==> src/rtl/qcp_params.svh <==
/*
 Constants of the quad configuration PLL select block: field widths, serial
 register offsets, target address, factory presets and reference divider.
 Assumes inclusion by bare name from files under rtl/.
*/
`ifndef QCP_PARAMS_SVH
`define QCP_PARAMS_SVH

// ----------------------------------------------------------------------
// Field widths
// ----------------------------------------------------------------------
`define QCP_PRE_W 2
`define QCP_POST_W 7
`define QCP_INT_W 7
`define QCP_FRAC_W 18
`define QCP_NUM_SETS 4

// ----------------------------------------------------------------------
// Serial register offsets: byte address = {set[1:0], field[2:0]}
// ----------------------------------------------------------------------
`define QCP_OFS_PRE 3'h0
`define QCP_OFS_POST 3'h1
`define QCP_OFS_INT 3'h2
`define QCP_OFS_FRAC_HI 3'h3
`define QCP_OFS_FRAC_MID 3'h4
`define QCP_OFS_FRAC_LO 3'h5

// Arbitrary serial target address
`define QCP_DEV_ADDR 7'h5a

// ----------------------------------------------------------------------
// Factory presets loaded at power-up
// ----------------------------------------------------------------------
`define QCP_PRE_0 2'h1
`define QCP_PRE_1 2'h1
`define QCP_PRE_2 2'h1
`define QCP_PRE_3 2'h2
`define QCP_POST_0 7'h04
`define QCP_POST_1 7'h06
`define QCP_POST_2 7'h08
`define QCP_POST_3 7'h02
`define QCP_INT_0 7'h19
`define QCP_INT_1 7'h1e
`define QCP_INT_2 7'h1b
`define QCP_INT_3 7'h1a
`define QCP_FRAC_0 18'h00000
`define QCP_FRAC_1 18'h10000
`define QCP_FRAC_2 18'h20000
`define QCP_FRAC_3 18'h08000

// Modulator update rate: one step every this many system clocks
`define QCP_REF_DIV 1

`endif

==> src/rtl/qcp_pkg.sv <==
/*
 Types of the quad configuration PLL select block.
 Assumes nothing of its surroundings.
*/
package qcp_pkg;

   // Serial target states
   typedef enum logic [3:0] {
      ST_IDLE     = 4'b0000,
      ST_ADDR     = 4'b0001,
      ST_ADDR_ACK = 4'b0010,
      ST_RX       = 4'b0011,
      ST_RX_ACK   = 4'b0100,
      ST_ACK_HOLD = 4'b0101,
      ST_TX       = 4'b0110,
      ST_TX_ACK   = 4'b0111,
      ST_TX_NEXT  = 4'b1000
   } qcp_ser_st_t;

endpackage

==> src/rtl/qcp_ser_target.sv <==
/*
 Two-wire serial target: byte-addressed register writes and reads with
 auto-increment pointer, every byte received after a matching address acknowledged.
 Assumes pin inputs asynchronous to clk; sda is open drain, driven low while
 sda_oe is high. rd_data is combinational from reg_addr.
*/
`timescale 1ns/100ps
`default_nettype none
`include "qcp_params.svh"

module qcp_ser_target #(
   parameter logic [6:0] DEV_ADDR = `QCP_DEV_ADDR
) (
   input wire logic clk,
   input wire logic rst,
   input wire logic scl_i,
   input wire logic sda_i,
   input wire logic [7:0] rd_data,
   output logic sda_oe,
   output logic [7:0] reg_addr,
   output logic wr_en,
   output logic [7:0] wr_data,
   output logic busy
);
   // ----------------------------------------------------------------------
   // Pin synchronisers
   // ----------------------------------------------------------------------
   logic scl_m_q, scl_s_q, scl_p_q, sda_m_q, sda_s_q, sda_p_q;

   always_ff @(posedge clk) begin
      if (rst) begin
         scl_m_q <= 1'b1;
         scl_s_q <= 1'b1;
         scl_p_q <= 1'b1;
         sda_m_q <= 1'b1;
         sda_s_q <= 1'b1;
         sda_p_q <= 1'b1;
      end else begin
         scl_m_q <= scl_i;
         scl_s_q <= scl_m_q;
         scl_p_q <= scl_s_q;
         sda_m_q <= sda_i;
         sda_s_q <= sda_m_q;
         sda_p_q <= sda_s_q;
      end
   end

   logic scl_rise, scl_fall, start_det, stop_det;
   assign scl_rise = scl_s_q & ~scl_p_q;
   assign scl_fall = ~scl_s_q & scl_p_q;
   assign start_det = scl_s_q & scl_p_q & sda_p_q & ~sda_s_q;
   assign stop_det = scl_s_q & scl_p_q & ~sda_p_q & sda_s_q;

   // ----------------------------------------------------------------------
   // Byte engine
   // ----------------------------------------------------------------------
   qcp_pkg::qcp_ser_st_t st_q, st_d;
   logic [7:0] sh_q, sh_d, ptr_q, ptr_d, wdat_q, wdat_d, sh_nxt;
   logic [2:0] cnt_q, cnt_d;
   logic oe_q, oe_d, rw_q, rw_d, first_q, first_d, inc_q, inc_d, wr_q, wr_d;

   always_comb begin
      st_d = st_q;
      sh_d = sh_q;
      ptr_d = ptr_q;
      wdat_d = wdat_q;
      cnt_d = cnt_q;
      oe_d = oe_q;
      rw_d = rw_q;
      first_d = first_q;
      inc_d = inc_q;
      wr_d = 1'b0;
      sh_nxt = {sh_q[6:0], sda_s_q};
      if (start_det) begin
         st_d = qcp_pkg::ST_ADDR;
         cnt_d = 3'h0;
         oe_d = 1'b0;
      end else if (stop_det) begin
         st_d = qcp_pkg::ST_IDLE;
         oe_d = 1'b0;
      end else begin
         unique case (st_q)
            qcp_pkg::ST_IDLE: begin
            end
            qcp_pkg::ST_ADDR: if (scl_rise) begin
               sh_d = sh_nxt;
               cnt_d = cnt_q + 3'h1;
               if (cnt_q == 3'h7) st_d = qcp_pkg::ST_ADDR_ACK;
            end
            qcp_pkg::ST_ADDR_ACK: if (scl_fall) begin
               if (sh_q[7:1] == DEV_ADDR) begin
                  oe_d = 1'b1;
                  rw_d = sh_q[0];
                  first_d = 1'b1;
                  st_d = qcp_pkg::ST_ACK_HOLD;
               end else begin
                  st_d = qcp_pkg::ST_IDLE;
               end
            end
            qcp_pkg::ST_RX: if (scl_rise) begin
               sh_d = sh_nxt;
               cnt_d = cnt_q + 3'h1;
               if (cnt_q == 3'h7) begin
                  st_d = qcp_pkg::ST_RX_ACK;
                  if (first_q) begin
                     ptr_d = sh_nxt;
                     first_d = 1'b0;
                  end else begin
                     wr_d = 1'b1;
                     wdat_d = sh_nxt;
                     inc_d = 1'b1;
                  end
               end
            end
            qcp_pkg::ST_RX_ACK: if (scl_fall) begin
               oe_d = 1'b1;
               st_d = qcp_pkg::ST_ACK_HOLD;
               if (inc_q) ptr_d = ptr_q + 8'h01;
               inc_d = 1'b0;
            end
            qcp_pkg::ST_ACK_HOLD: if (scl_fall) begin
               cnt_d = 3'h0;
               if (rw_q) begin
                  sh_d = rd_data;
                  oe_d = ~rd_data[7];
                  st_d = qcp_pkg::ST_TX;
               end else begin
                  oe_d = 1'b0;
                  st_d = qcp_pkg::ST_RX;
               end
            end
            qcp_pkg::ST_TX: if (scl_fall) begin
               if (cnt_q == 3'h7) begin
                  oe_d = 1'b0;
                  st_d = qcp_pkg::ST_TX_ACK;
               end else begin
                  cnt_d = cnt_q + 3'h1;
                  sh_d = {sh_q[6:0], 1'b0};
                  oe_d = ~sh_q[6];
               end
            end
            qcp_pkg::ST_TX_ACK: if (scl_rise) begin
               if (sda_s_q) begin
                  st_d = qcp_pkg::ST_IDLE;
               end else begin
                  ptr_d = ptr_q + 8'h01;
                  st_d = qcp_pkg::ST_TX_NEXT;
               end
            end
            qcp_pkg::ST_TX_NEXT: if (scl_fall) begin
               sh_d = rd_data;
               oe_d = ~rd_data[7];
               cnt_d = 3'h0;
               st_d = qcp_pkg::ST_TX;
            end
            default: st_d = qcp_pkg::ST_IDLE;
         endcase
      end
   end

   always_ff @(posedge clk) begin
      if (rst) begin
         st_q <= qcp_pkg::ST_IDLE;
         sh_q <= 8'h00;
         ptr_q <= 8'h00;
         wdat_q <= 8'h00;
         cnt_q <= 3'h0;
         oe_q <= 1'b0;
         rw_q <= 1'b0;
         first_q <= 1'b0;
         inc_q <= 1'b0;
         wr_q <= 1'b0;
      end else begin
         st_q <= st_d;
         sh_q <= sh_d;
         ptr_q <= ptr_d;
         wdat_q <= wdat_d;
         cnt_q <= cnt_d;
         oe_q <= oe_d;
         rw_q <= rw_d;
         first_q <= first_d;
         inc_q <= inc_d;
         wr_q <= wr_d;
      end
   end

   assign sda_oe = oe_q;
   assign reg_addr = ptr_q;
   assign wr_en = wr_q;
   assign wr_data = wdat_q;
   assign busy = (st_q != qcp_pkg::ST_IDLE);

endmodule
`default_nettype wire

==> src/rtl/qcp_top.sv <==
/*
 Quad configuration PLL select: four divider sets with factory presets,
 serial reprogramming and readback, pin selection of the active set,
 fractional feedback modulator and asynchronous output enable.
 Assumes CLK_SYS at 100 MHz serves as the crystal reference domain, SYS_RST
 stands for power-up, and the analog PLL and LVDS drivers sit outside.
*/
// Notes on behaviour
// - Output enable low tri-states both clock outputs; high or open enables them.
// - Output enable acts at once, with no clock edge in between.
// - Four independent divider sets, each with pre, int, frac and post fields.
// - Two select pins, high bit first, pick set 0 to 3 directly.
// - Select pins default low, so open pins pick set 0.
// - Power-up loads factory presets into all four sets; writes are volatile.
// - A select change switches the dividers three system clocks later, no further command.
// - Serial host may write any set and read back all four.
// - Pre-divider field is 2 bits, post divider field 7 bits.
// - Feedback divider has a 7-bit integer and 18-bit fraction.
// - Output is ref over pre times post, times int plus (frac+0.5)/2^18.
// - Reference comes from an internal crystal of 114.285 or 100 MHz.
// - Fractional feedback is realised by a delta-sigma modulator dithering the ratio.
`timescale 1ns/100ps
`default_nettype none
`include "qcp_params.svh"

module qcp_top #(
   parameter logic [6:0] DEV_ADDR = `QCP_DEV_ADDR,
   parameter int REF_DIV = `QCP_REF_DIV
) (
   input wire logic CLK_SYS,
   input wire logic SYS_RST,
   input wire logic OUT_EN,
   input wire logic FREQ_SEL_HI,
   input wire logic FREQ_SEL_LO,
   input wire logic SER_CLK_PIN,
   input wire logic SER_DATA_PIN_I,
   output logic SER_DATA_PIN_O,
   output logic SER_DATA_PIN_OE,
   output logic CLK_OUT_OE,
   output logic [1:0] ACTIVE_SET,
   output logic [`QCP_PRE_W-1:0] PLL_PRE_DIV,
   output logic [`QCP_POST_W-1:0] PLL_POST_DIV,
   output logic [`QCP_INT_W-1:0] PLL_FB_INT,
   output logic [`QCP_FRAC_W-1:0] PLL_FB_FRAC,
   output logic [`QCP_INT_W:0] PLL_FB_DIV_NOW,
   output logic REF_STEP,
   output logic WRITE_TO_ACTIVE,
   output logic SER_BUSY
);
   localparam int PW = `QCP_PRE_W;
   localparam int NW = `QCP_POST_W;
   localparam int IW = `QCP_INT_W;
   localparam int FW = `QCP_FRAC_W;
   localparam int NS = `QCP_NUM_SETS;

   // ----------------------------------------------------------------------
   // Output enable
   // ----------------------------------------------------------------------
   // Straight from the pin so the drivers react without a clock edge;
   // the open pin reads high through the pad pull-up.
   assign CLK_OUT_OE = OUT_EN;

   // ----------------------------------------------------------------------
   // Select pin synchronisers
   // ----------------------------------------------------------------------
   logic [1:0] sel_m_q, sel_s_q;

   always_ff @(posedge CLK_SYS) begin
      if (SYS_RST) begin
         sel_m_q <= 2'h0;
         sel_s_q <= 2'h0;
      end else begin
         sel_m_q <= {FREQ_SEL_HI, FREQ_SEL_LO};
         sel_s_q <= sel_m_q;
      end
   end

   // ----------------------------------------------------------------------
   // Serial target
   // ----------------------------------------------------------------------
   logic [7:0] reg_addr, wr_data, rd_data;
   logic wr_en, ser_oe, ser_busy;

   qcp_ser_target #(
      .DEV_ADDR(DEV_ADDR)
   ) u_ser (
      .clk(CLK_SYS),
      .rst(SYS_RST),
      .scl_i(SER_CLK_PIN),
      .sda_i(SER_DATA_PIN_I),
      .rd_data(rd_data),
      .sda_oe(ser_oe),
      .reg_addr(reg_addr),
      .wr_en(wr_en),
      .wr_data(wr_data),
      .busy(ser_busy)
   );

   // ----------------------------------------------------------------------
   // Configuration sets
   // ----------------------------------------------------------------------
   localparam logic [PW-1:0] PRE_INIT [NS] = '{`QCP_PRE_0, `QCP_PRE_1, `QCP_PRE_2, `QCP_PRE_3};
   localparam logic [NW-1:0] POST_INIT [NS] =
      '{`QCP_POST_0, `QCP_POST_1, `QCP_POST_2, `QCP_POST_3};
   localparam logic [IW-1:0] INT_INIT [NS] = '{`QCP_INT_0, `QCP_INT_1, `QCP_INT_2, `QCP_INT_3};
   localparam logic [FW-1:0] FRAC_INIT [NS] =
      '{`QCP_FRAC_0, `QCP_FRAC_1, `QCP_FRAC_2, `QCP_FRAC_3};

   logic [PW-1:0] pre_q [NS];
   logic [PW-1:0] pre_d [NS];
   logic [NW-1:0] post_q [NS];
   logic [NW-1:0] post_d [NS];
   logic [IW-1:0] int_q [NS];
   logic [IW-1:0] int_d [NS];
   logic [FW-1:0] frac_q [NS];
   logic [FW-1:0] frac_d [NS];
   logic [1:0] wset;
   logic [2:0] wfld;
   logic in_map;

   assign wset = reg_addr[4:3];
   assign wfld = reg_addr[2:0];
   assign in_map = (reg_addr[7:5] == 3'h0);

   always_comb begin
      pre_d = pre_q;
      post_d = post_q;
      int_d = int_q;
      frac_d = frac_q;
      if (wr_en && in_map) begin
         unique case (wfld)
            `QCP_OFS_PRE: pre_d[wset] = wr_data[PW-1:0];
            `QCP_OFS_POST: post_d[wset] = wr_data[NW-1:0];
            `QCP_OFS_INT: int_d[wset] = wr_data[IW-1:0];
            `QCP_OFS_FRAC_HI: frac_d[wset][17:16] = wr_data[1:0];
            `QCP_OFS_FRAC_MID: frac_d[wset][15:8] = wr_data;
            `QCP_OFS_FRAC_LO: frac_d[wset][7:0] = wr_data;
            default: begin
            end
         endcase
      end
   end

   always_ff @(posedge CLK_SYS) begin
      if (SYS_RST) begin
         pre_q <= PRE_INIT;
         post_q <= POST_INIT;
         int_q <= INT_INIT;
         frac_q <= FRAC_INIT;
      end else begin
         pre_q <= pre_d;
         post_q <= post_d;
         int_q <= int_d;
         frac_q <= frac_d;
      end
   end

   // Readback of all four sets; unused offsets read zero
   always_comb begin
      rd_data = 8'h00;
      if (in_map) begin
         unique case (wfld)
            `QCP_OFS_PRE: rd_data = {6'h00, pre_q[wset]};
            `QCP_OFS_POST: rd_data = {1'b0, post_q[wset]};
            `QCP_OFS_INT: rd_data = {1'b0, int_q[wset]};
            `QCP_OFS_FRAC_HI: rd_data = {6'h00, frac_q[wset][17:16]};
            `QCP_OFS_FRAC_MID: rd_data = frac_q[wset][15:8];
            `QCP_OFS_FRAC_LO: rd_data = frac_q[wset][7:0];
            default: rd_data = 8'h00;
         endcase
      end
   end

   // ----------------------------------------------------------------------
   // Active divider outputs
   // ----------------------------------------------------------------------
   logic [1:0] act_q, act_d;
   logic [PW-1:0] apre_q, apre_d;
   logic [NW-1:0] apost_q, apost_d;
   logic [IW-1:0] aint_q, aint_d;
   logic [FW-1:0] afrac_q, afrac_d;
   logic wact_q, wact_d, sda_o_q, sda_oe_q, busy_q;

   always_comb begin
      act_d = sel_s_q;
      apre_d = pre_q[sel_s_q];
      apost_d = post_q[sel_s_q];
      aint_d = int_q[sel_s_q];
      afrac_d = frac_q[sel_s_q];
      // Flags a write landing in the set that is driving the PLL
      wact_d = wr_en && in_map && (wset == sel_s_q);
   end

   always_ff @(posedge CLK_SYS) begin
      if (SYS_RST) begin
         act_q <= 2'h0;
         apre_q <= PRE_INIT[0];
         apost_q <= POST_INIT[0];
         aint_q <= INT_INIT[0];
         afrac_q <= FRAC_INIT[0];
         wact_q <= 1'b0;
         sda_o_q <= 1'b0;
         sda_oe_q <= 1'b0;
         busy_q <= 1'b0;
      end else begin
         act_q <= act_d;
         apre_q <= apre_d;
         apost_q <= apost_d;
         aint_q <= aint_d;
         afrac_q <= afrac_d;
         wact_q <= wact_d;
         sda_o_q <= 1'b0;
         sda_oe_q <= ser_oe;
         busy_q <= ser_busy;
      end
   end

   // ----------------------------------------------------------------------
   // Reference step divider and feedback modulator
   // ----------------------------------------------------------------------
   // First-order accumulator over 2^19 adding 2*frac+1, so the average ratio
   // is int + (frac + 0.5) / 2^18 exactly.
   logic [15:0] rcnt_q, rcnt_d;
   logic step_q, step_d;
   logic [FW:0] acc_q, acc_d;
   logic [FW+1:0] acc_sum;
   logic [IW:0] fbd_q, fbd_d;

   always_comb begin
      rcnt_d = rcnt_q + 16'h0001;
      step_d = 1'b0;
      if (rcnt_q >= 16'(REF_DIV - 1)) begin
         rcnt_d = 16'h0000;
         step_d = 1'b1;
      end
      acc_sum = {1'b0, acc_q} + {1'b0, afrac_q, 1'b1};
      acc_d = acc_q;
      fbd_d = fbd_q;
      if (step_q) begin
         acc_d = acc_sum[FW:0];
         fbd_d = {1'b0, aint_q} + {{IW{1'b0}}, acc_sum[FW+1]};
      end
   end

   always_ff @(posedge CLK_SYS) begin
      if (SYS_RST) begin
         rcnt_q <= 16'h0000;
         step_q <= 1'b0;
         acc_q <= '0;
         fbd_q <= {1'b0, INT_INIT[0]};
      end else begin
         rcnt_q <= rcnt_d;
         step_q <= step_d;
         acc_q <= acc_d;
         fbd_q <= fbd_d;
      end
   end

   // ----------------------------------------------------------------------
   // Outputs
   // ----------------------------------------------------------------------
   assign ACTIVE_SET = act_q;
   assign PLL_PRE_DIV = apre_q;
   assign PLL_POST_DIV = apost_q;
   assign PLL_FB_INT = aint_q;
   assign PLL_FB_FRAC = afrac_q;
   assign PLL_FB_DIV_NOW = fbd_q;
   assign REF_STEP = step_q;
   assign WRITE_TO_ACTIVE = wact_q;
   assign SER_DATA_PIN_O = sda_o_q;
   assign SER_DATA_PIN_OE = sda_oe_q;
   assign SER_BUSY = busy_q;

endmodule
`default_nettype wire

==> config.mk <==
export PLATFORM = sky130hd
export DESIGN_NAME = qcp_top
export DESIGN_NICKNAME = d
export VERILOG_FILES = /design/src/rtl/qcp_pkg.sv /design/src/rtl/qcp_ser_target.sv /design/src/rtl/qcp_top.sv
export VERILOG_INCLUDE_DIRS = /design/src /design/src/rtl
export SDC_FILE = /design/constraint.sdc
export NUM_CORES = 1
export LEC_CHECK = 0
export BUFFER_PORTS_ARGS = -buffer_cell sky130_fd_sc_hd__clkbuf_2
export CAP_MARGIN = 40
export CORE_MARGIN = 8
export CORE_UTILIZATION = 25
export DETAILED_ROUTE_END_ITERATION = 10
export PLACE_DENSITY = 0.36
export SYNTH_ARGS = -nofsm -noshare
export SYNTH_HDL_FRONTEND = slang
export SYNTH_SLANG_ARGS = --single-unit
==> constraint.sdc <==
create_clock -name CLK_SYS -period 3.15 [get_ports CLK_SYS]
set_input_delay 0.63 -clock CLK_SYS [delete_from_list [all_inputs] [get_ports CLK_SYS]]
set_output_delay 0.63 -clock CLK_SYS [all_outputs]
set_load 0.05 [all_outputs]
==> impl_metrics.yaml, run 1 <==
route:
  via_per_inst: 5.08
  ant_nets: 0
  vias: 10200
  drt-pass1-iter-count: 5
  wl_um: 42600
  drc_errors: 0
  wl_per_cell_um: 21.2
  dr.first_iter.drc_count: 470
sta:
  worst_hold_slack_ns: 0.254
  period_share: 0.934
  period_needed_ns: 2.94
  rsz0062_at_grt: "false"
  finalHoldViolCount: 0
  tns_ns: 0
  slew_violations: 0
  finalSetupViolations: 0
  relSlewSlack: 0.394
  worstMarginPinSlew_ns: 0.908
  fin_skew_ns: 0.0128
  fmax_mhz: 340
final_layout:
  multi_input_area_um2: 6680
  nets: 1414
  postLayoutCoreUtil: 0.302
  fillers: 5018
  final_area_um2: 14500
  fin_cells: 2015
  drive_gt1_frac: 0.206
  n_antenna_cell: 0
  syn_to_final_growth_pct: 19.2
  register_area_um2: 4990
hold_path:
  holdCritStartpoint: "SER_CLK_PIN"
  hold_class: "in2reg"
critical_path:
  required_ns: 3.59
  cp_num_buf_inv: 1
  worstReg2RegStart: "PLL_FB_FRAC[7]"
  cp_cell_sequence: "ha_1 -> a21o_1 -> a31o_2 -> a31oi_4 -> a211oi_2 -> buf_4 -> o211ai_1 -> nand2_1 -> ha_1 -> ha_1 -> and3_1 -> xnor2_1 -> nand2_1 -> o21ai_0 -> nand2_1"
  cp_top_family: "compound AO/OA/AOI/OAI gates"
  critPathCaptureType: "flip-flop"
  setup.worst_path.start: "PLL_FB_FRAC[7]"
  crit_type: "reg2reg"
  critical-path-max-stage-delay_ns: 0.36
  arrival_ns: 3.38
  startpoint_type: "flip-flop"
  cp_max_fo: 5
  crit_slowest_cell: "ha_1"
power_and_ir_drop:
  pwr_density_cell_nw_per_um2: 492
  ir_worst_vdd_uv: 338
  leakagePower_nw: 5.30
clock_network:
  cts.sinks: 249
  cts_hold_buffers: 0
  clock_path_buffers: 3
  cts_buffers: 31
  cts-root-buf: "clkbuf_16"
  clk_latency_ns: 0.57
  path_clk_slew_ns: 0.06
  htree_levels: 1
  cts_tree: "yes"
placement:
  placed_area_um2: 13400
  hpwl_um: 29500
  port_buffers: 53
  place_congestion: 0.828
  dp_cells: 1958
synth:
  synth_compound_area_frac: 0.153
  synth_adder_area_share: 0.0295
  synthTopCellsByArea: "dfxtp_1 (41%), mux4_2 (12%), nand2_1 (4.8%)"
  synthMuxAreaShare: 0.147
  ys_dominant_reg_cell: "dfxtp_1"
  synthArstFlopShare: 0
  yosys.area_share.simple: 0.203
  synth_edf_count: 0
  syn_inst: 1324
  synth_top_family_by_area: "simple AND/OR/NAND/NOR gates"
  syn_avg_cell_area_um2: 9.16
  synth.net_count: 1359
  post_synth_num_cell_types: 75
  yosysTopAreaCell: "dfxtp_1"
  synth_area_um2: 12100
  ys_seq_area_frac: 0.411
  synth_xor_area_frac: 0.0152
  synth_top_area_frac: 0.411
  ys_seq_elements: 249
  ys_warn_count: 0
floorplanning:
  die_h_um: 236
  ios: 57
  initial_core_util: 0.253
  core_um2: 47800
  die_x_um: 236
  rows: 80
  dieArea_um2: 55800
global_route:
  first_global_vias: 10300
  grt_pass1_wl_um: 65400
  grt_max_degree: 154
  grt-ovfl-total: 0
  grt_use_total: 0.149
  antenna_found_initial: 1
run_status:
  status: "finished, final reports clean"
flow_run:
  drv_cap: 0
[state kept, by name, summed over array words and instances (netlist names), 2 cells and up]
name	flops
frac_q	72
int_q	28
post_q	28
acc_q	19
PLL_FB_FRAC	18
PLL_FB_DIV_NOW	8
pre_q	8
u_ser.reg_addr	8
u_ser.sh_q	8
u_ser.wr_data	8
PLL_FB_INT	7
PLL_POST_DIV	7
u_ser.st_q	4
u_ser.cnt_q	3
ACTIVE_SET	2
PLL_PRE_DIV	2
act_d	2
sel_m_q	2
[path summary, 6_finish.rpt]
kind                       endpoint  slack, ns  cells past startpoint
setup / recovery  PLL_FB_DIV_NOW[4]       0.21                     15
hold / removal        u_ser.scl_m_q       0.25                      2
setup reg to reg  PLL_FB_DIV_NOW[4]       0.21                     15
hold reg to reg       u_ser.scl_s_q       0.41                      1
[synthesized netlist by cell type (all sizes together), types with 17 or more instances]
library cell and count:
nor3 17, nor2 122, and2 33, a21oi 104, buf 29, o21ai 36
nand2 155, a22oi 69, clkbuf 80, mux4 65, mux2i 27, nand3 108
ha 27, dfxtp 249
[cells by family after synthesis]
family                   count (synthesis)
AND/OR/NAND/NOR                        518
multiplexers                            96
buffers and inverters                  125
other                                    1
adder cells (fa/ha/maj)                 28
XOR/XNOR                                21
AO/OA/AOI/OAI                          286
flip-flops                             249
[cells in the final DEF (no fill, tap or decap), drive strengths merged, types with 33 or more instances in the layout]
| cell | instances |
|---|---|
| dfxtp | 249 |
| nand2 | 155 |
| nor2 | 122 |
| nand3 | 108 |
| a21oi | 104 |
| clkbuf | 94 |
| buf | 79 |
| a22oi | 69 |
| mux4 | 65 |
| o21ai | 36 |
| and2 | 33 |
[timing repair]
item | 4_1_cts | 5_1_grt
endpoints found under the setup margin | 3 | 5
resized for setup | 1 | 4
pin swaps | 0 | 2
setup buffers | 0 | 3
[layer usage]
layer	track usage	vias to the layer above	routed length [µm]
met5	0	-	0
met4	0.0447	0	1170
met3	0.0197	56	1640
met2	0.246	210	20000
met1	0.201	5061	19800
li1	-	4910	-
[layout make-up]
cell class / instances / area share
Clock buffer: 42 / 0.0614
Clock inverter: 12 / 0.00831
Inverter: 16 / 0.00415
Multi-Input combinational cell: 950 / 0.462
Sequential cell: 249 / 0.345
Tap cell: 615 / 0.0532
Timing Repair Buffer: 131 / 0.0657
[metrics by stage]
| stage | setup slack [ns] | total power (W) |
|---|---|---|
| 2_1_floorplan | 0.0172 | 0.00352 |
| 3_3_place_gp | -0.0684 | 0.00362 |
| 3_5_place_dp | -0.0601 | 0.00362 |
| 4_1_cts | 0.0169 | 0.00724 |
| 5_1_grt | 0.0162 | 0.00740 |
| 6_report | 0.209 | 0.00711 |
[where the power goes]
part           internal, W  switching, W
Combinational     0.000105      0.000200
Clock              0.00212       0.00145
Sequential         0.00319     0.0000502
Total              0.00541       0.00170
Note: power is estimated with default switching activity, not from simulation.
==> run 2: changes to the inputs <==
--- a/config.mk
+++ b/config.mk
@@ -8,6 +8,7 @@
 export LEC_CHECK = 0
 export BUFFER_PORTS_ARGS = -buffer_cell sky130_fd_sc_hd__clkbuf_2
 export CAP_MARGIN = 40
+export CORE_ASPECT_RATIO = 1.2
 export CORE_MARGIN = 8
 export CORE_UTILIZATION = 25
 export DETAILED_ROUTE_END_ITERATION = 10
==> run 2 against run 1 <==
Effect of this change:
- sequential power hardly changed
- cell area shrank 0.62%
- non-clock buffer count is 9 lower
- setup slack lost 0.026 ns
- power down 1.6%
- routed wire length up 1.8%
- count of clock-buffer cells in the layout grew 2
- sequential share of layout area is 0.22 points higher
- final cell count unchanged
- hold slack got worse by 0.0047 ns
==> impl_metrics.yaml, run 2 (synthesis results as in run 1) <==
global_route:
  antenna_found_initial: 0
  grt_use_total: 0.153
  first_global_vias: 10300
  grt_pass1_wl_um: 66400
  grt-ovfl-total: 0
  grt_max_degree: 71
final_layout:
  regMostFlops: "frac_q"
  syn_to_final_growth_pct: 18.5
  drive_gt1_frac: 0.197
  multi_input_area_um2: 6700
  n_antenna_cell: 0
  layout_common_cells: "dfxtp_1 (245), nand2_1 (155), nor2_1 (121)"
  fin_cells: 2015
  top_regs: "frac_q x72, int_q x28, post_q x28"
  fillers: 5118
  nets: 1404
  postLayoutCoreUtil: 0.299
  largest_reg_flops: 72
  final_common_cell: "dfxtp_1"
  register_area_um2: 4990
clock_network:
  cts_setup_buffers: 0
  htree_levels: 1
  cts-root-buf: "clkbuf_16"
  cts_buffers: 30
  clk_latency_ns: 0.57
  cts_hold_buffers: 0
  cts.sinks: 249
  path_clk_slew_ns: 0.06
  clock_path_buffers: 3
  cts_tree: "yes"
critical_path:
  worstReg2RegStart: "PLL_FB_FRAC[3]"
  required_ns: 3.62
  startpoint_type: "flip-flop"
  cp_num_buf_inv: 2
  setup.worst_path.start: "PLL_FB_FRAC[3]"
  crit_type: "reg2reg"
  arrival_ns: 3.44
  cp_cell_sequence: "ha_4 -> o211ai_1 -> o211ai_1 -> a31oi_1 -> buf_4 -> a211oi_4 -> buf_4 -> o211ai_1 -> nand2_1 -> ha_2 -> ha_4 -> and3_4 -> nand3_1 -> xor2_1 -> a211oi_1"
  crit_slowest_cell: "dfxtp_1"
  cp_top_family: "compound AO/OA/AOI/OAI gates"
  cp_max_fo: 4
  worst_path_most_repeated_cell: "o211ai_1"
  critical-path-max-stage-delay_ns: 0.33
  critPathCaptureType: "flip-flop"
sta:
  fin_skew_ns: 0.0168
  worst_hold_slack_ns: 0.250
  period_needed_ns: 2.97
  finalSetupViolations: 0
  slew_violations: 0
  worstMarginPinSlew_ns: 0.854
  finalHoldViolCount: 0
  relSlewSlack: 0.431
  period_share: 0.942
  rsz0062_at_grt: "false"
  fmax_mhz: 337
power_and_ir_drop:
  pwr_density_cell_nw_per_um2: 487
  leakagePower_nw: 5.20
  ir_worst_vdd_uv: 462
floorplanning:
  rows: 88
  die_h_um: 257
  core_um2: 48000
  die_x_um: 217
  dieArea_um2: 55800
  initial_core_util: 0.253
  ios: 57
route:
  ant_nets: 0
  via_per_inst: 5.04
  dr.first_iter.drc_count: 582
  vias: 10200
  wl_per_cell_um: 21.5
  drt-pass1-iter-count: 5
  wl_um: 43400
  drc_errors: 0
flow_run:
  drv_cap: 0
hold_path:
  holdCritStartpoint: "SER_CLK_PIN"
  hold_class: "in2reg"
run_status:
  status: "finished, final reports clean"
placement:
  hpwl_um: 30200
  place_congestion: 0.791
  port_buffers: 53
  dp_cells: 1967
## run 2: layout make-up
type                       count  area share
clock buffer                  44      0.0616
clock inverter                 4     0.00505
inverter                      16     0.00418
multi-input combinational    950       0.466
sequential                   249       0.347
tap                          630      0.0549
timing repair buffer         122      0.0605
## run 2: path summary, 6_finish.rpt
path | slack (ns) | cells after the start | end
worst max-delay path | 0.18 | 15 | PLL_FB_DIV_NOW[6]
worst min-delay path | 0.25 | 2 | u_ser.scl_m_q
worst max register to register | 0.18 | 15 | PLL_FB_DIV_NOW[6]
worst min register to register | 0.43 | 1 | act_d[1]
## run 2: stage by stage
stage,total power (W),setup TNS [ns],area (µm²),worst slack [ns]
finish,0.00700,0,14400,0.184
global route,0.00728,0,14400,0.0119
CTS,0.00712,0,14300,0.0335
detailed placement,0.00362,-0.106,13400,-0.106
global placement,0.00363,-0.192,13300,-0.138
floorplan,0.00352,0,12100,0.0172
## run 2: layer usage
layer / vias to the layer above / share of wire / GRT usage
met1: 4986 / 0.43 / 0.189
met2: 230 / 0.50 / 0.264
li1: 4878 / - / -
met5: - / 0 / 0
met3: 66 / 0.042 / 0.0197
met4: 0 / 0.034 / 0.0598
## run 2: power by group
group          switching [W]  total [W]  internal, W
sequential         0.0000459    0.00323      0.00319
clock                0.00138    0.00345      0.00207
combinational       0.000206   0.000317     0.000111
## run 2: repair_timing
item	CTS	global route
resized for setup	2	6
setup endpoints to repair	2	3
endpoints found under the hold margin	0	0
pin swaps	1	4
==> run 3: changes to the inputs <==
--- a/config.mk
+++ b/config.mk
@@ -12,7 +12,9 @@
 export CORE_MARGIN = 8
 export CORE_UTILIZATION = 25
 export DETAILED_ROUTE_END_ITERATION = 10
+export MAX_ROUTING_LAYER = met4
 export PLACE_DENSITY = 0.36
+export SKIP_LAST_GASP = 1
 export SYNTH_ARGS = -nofsm -noshare
 export SYNTH_HDL_FRONTEND = slang
 export SYNTH_SLANG_ARGS = --single-unit
==> run 3 against run 2 <==
Effect of this change:
- die area unchanged
- clock power about the same
- power about the same
- sequential share of layout area unchanged
- setup slack improved by 0.0060 ns
- global-route usage increased by 0.42 points
- count of clock-buffer cells in the layout unchanged
- maximum frequency increased by 0.20%
- sequential power about the same
- via count about the same
- critical endpoint unchanged
==> impl_metrics.yaml, run 3 (synthesis results as in run 1) <==
critical_path:
  crit_slowest_cell: "dfxtp_1"
  cp_max_fo: 4
  cp_cell_sequence: "ha_4 -> o211ai_1 -> o211ai_1 -> a31oi_1 -> buf_4 -> a211oi_4 -> buf_4 -> o211ai_1 -> nand2_1 -> ha_2 -> ha_4 -> and3_4 -> nand3_1 -> xor2_1 -> a211oi_1"
  critical-path-max-stage-delay_ns: 0.33
  r2r_slack_ns: 0.19
  startpoint_type: "flip-flop"
  crit_type: "reg2reg"
  arrival_ns: 3.43
  critPathCaptureType: "flip-flop"
  worst_path_most_repeated_cell: "o211ai_1"
  required_ns: 3.62
clock_network:
  clock_path_buffers: 3
  cts_hold_buffers: 0
  clk_latency_ns: 0.57
  path_clk_slew_ns: 0.05
  cts_setup_buffers: 0
  cts_buffers: 30
  cts-root-buf: "clkbuf_16"
  htree_levels: 1
  cts.sinks: 249
  cts_tree: "yes"
sta:
  finalHoldViolCount: 0
  period_needed_ns: 2.96
  period_share: 0.940
  fin_skew_ns: 0.0193
  worst_hold_slack_ns: 0.250
  slew_violations: 0
  setup_slack_ns: 0.190
  worstMarginPinSlew_ns: 0.856
  finalSetupViolations: 0
  relSlewSlack: 0.429
  fmax_mhz: 338
  rsz0062_at_grt: "false"
floorplanning:
  initial_core_util: 0.253
  dieArea_um2: 55800
  rows: 88
  core_um2: 48000
  die_h_um: 257
  ios: 57
  die_x_um: 217
placement:
  hpwl_um: 30200
  port_buffers: 53
  preCtsSetupSlack_ns: -0.106
  place_congestion: 0.801
  placed_area_um2: 13400
  dp_cells: 1967
power_and_ir_drop:
  leakagePower_nw: 5.20
  pwr-share-seq: 0.462
  power.internal_w: 0.00537
  p_sw_w: 0.00163
  pwr_density_cell_nw_per_um2: 488
  swShare: 0.233
  ir_worst_vdd_uv: 461
  p_comb_frac: 0.045
  clock_power_share: 0.493
final_layout:
  nets: 1404
  fin_cells: 2015
  regMostFlops: "frac_q"
  largest_reg_flops: 72
  syn_to_final_growth_pct: 18.5
  layout_common_cells: "dfxtp_1 (245), nand2_1 (155), nor2_1 (121)"
  top_regs: "frac_q x72, int_q x28, post_q x28"
  postLayoutCoreUtil: 0.299
  drive_gt1_frac: 0.197
  final_area_um2: 14400
  fillers: 5118
  final_common_cell: "dfxtp_1"
  n_antenna_cell: 0
hold_path:
  hold_class: "in2reg"
route:
  vias: 10200
  dr.first_iter.drc_count: 665
  wl_per_cell_um: 21.5
  drc_errors: 0
  ant_nets: 0
  drt-pass1-iter-count: 5
  via_per_inst: 5.05
  wl_um: 43400
global_route:
  grt_pass1_wl_um: 66400
  grt_max_degree: 71
  grt_use_total: 0.157
  grt-ovfl-total: 0
  antenna_found_initial: 0
  first_global_vias: 10300
flow_run:
  drv_cap: 0
run_status:
  status: "finished, final reports clean"
## run 3: metal layers
metal  routed length (µm)  vias to the layer above  track usage
li1                     -                     4886            -
met4                 1510                        0       0.0602
met2                21400                      190        0.265
met1                18900                     5022        0.188
met3                 1600                       69       0.0208
met5                    0                        -            -
## run 3: power groups by stage
stage / clock network [W] / registers [W] / logic [W]
final: 0.00345 / 0.00323 / 0.000318
after global routing: 0.00369 / 0.00324 / 0.000349
after CTS: 0.00356 / 0.00323 / 0.000324
after detailed placement: 0 / 0.00330 / 0.000324
after global placement: 0 / 0.00330 / 0.000323
after floorplan: 0 / 0.00330 / 0.000216
## run 3: worst paths after layout
| check | start | cells past startpoint | to |
|---|---|---|---|
| setup / recovery | PLL_FB_FRAC[3] | 15 | PLL_FB_DIV_NOW[6] |
| hold / removal | SER_CLK_PIN | 2 | u_ser.scl_m_q |
| setup reg to reg | PLL_FB_FRAC[3] | 15 | PLL_FB_DIV_NOW[6] |
| hold reg to reg | sel_m_q[1] | 1 | act_d[1] |
## run 3: what timing repair did
action	4_1_cts	5_1_grt
resized for setup	2	6
pin swaps	1	4
setup endpoints to repair	2	3
## run 3: area by class of cell
cell class / instances / area, µm² / area share
Clock buffer: 44 / 885 / 0.0616
Timing Repair Buffer: 122 / 870 / 0.0605
Inverter: 16 / 60.1 / 0.00418
Sequential cell: 249 / 4990 / 0.347
Tap cell: 630 / 788 / 0.0549
Clock inverter: 4 / 72.6 / 0.00505
Multi-Input combinational cell: 950 / 6700 / 0.466
## run 3: worst max-delay path: cells and delay by family (launching register included)
kind / cells / cell delay [ns]
AO/OA/AOI/OAI: 6 / 1.06
adder cells (fa/ha/maj): 3 / 0.63
AND/OR/NAND/NOR: 3 / 0.34
buffers and inverters: 2 / 0.34
flip-flops: 1 / 0.33
XOR/XNOR: 1 / 0.15
## run 3: per-stage QoR
stage          power, W  TNS (ns)
2_1_floorplan   0.00352         0
6_report        0.00700         0
3_5_place_dp    0.00362    -0.106
3_3_place_gp    0.00363    -0.192
5_1_grt         0.00728         0
4_1_cts         0.00712         0
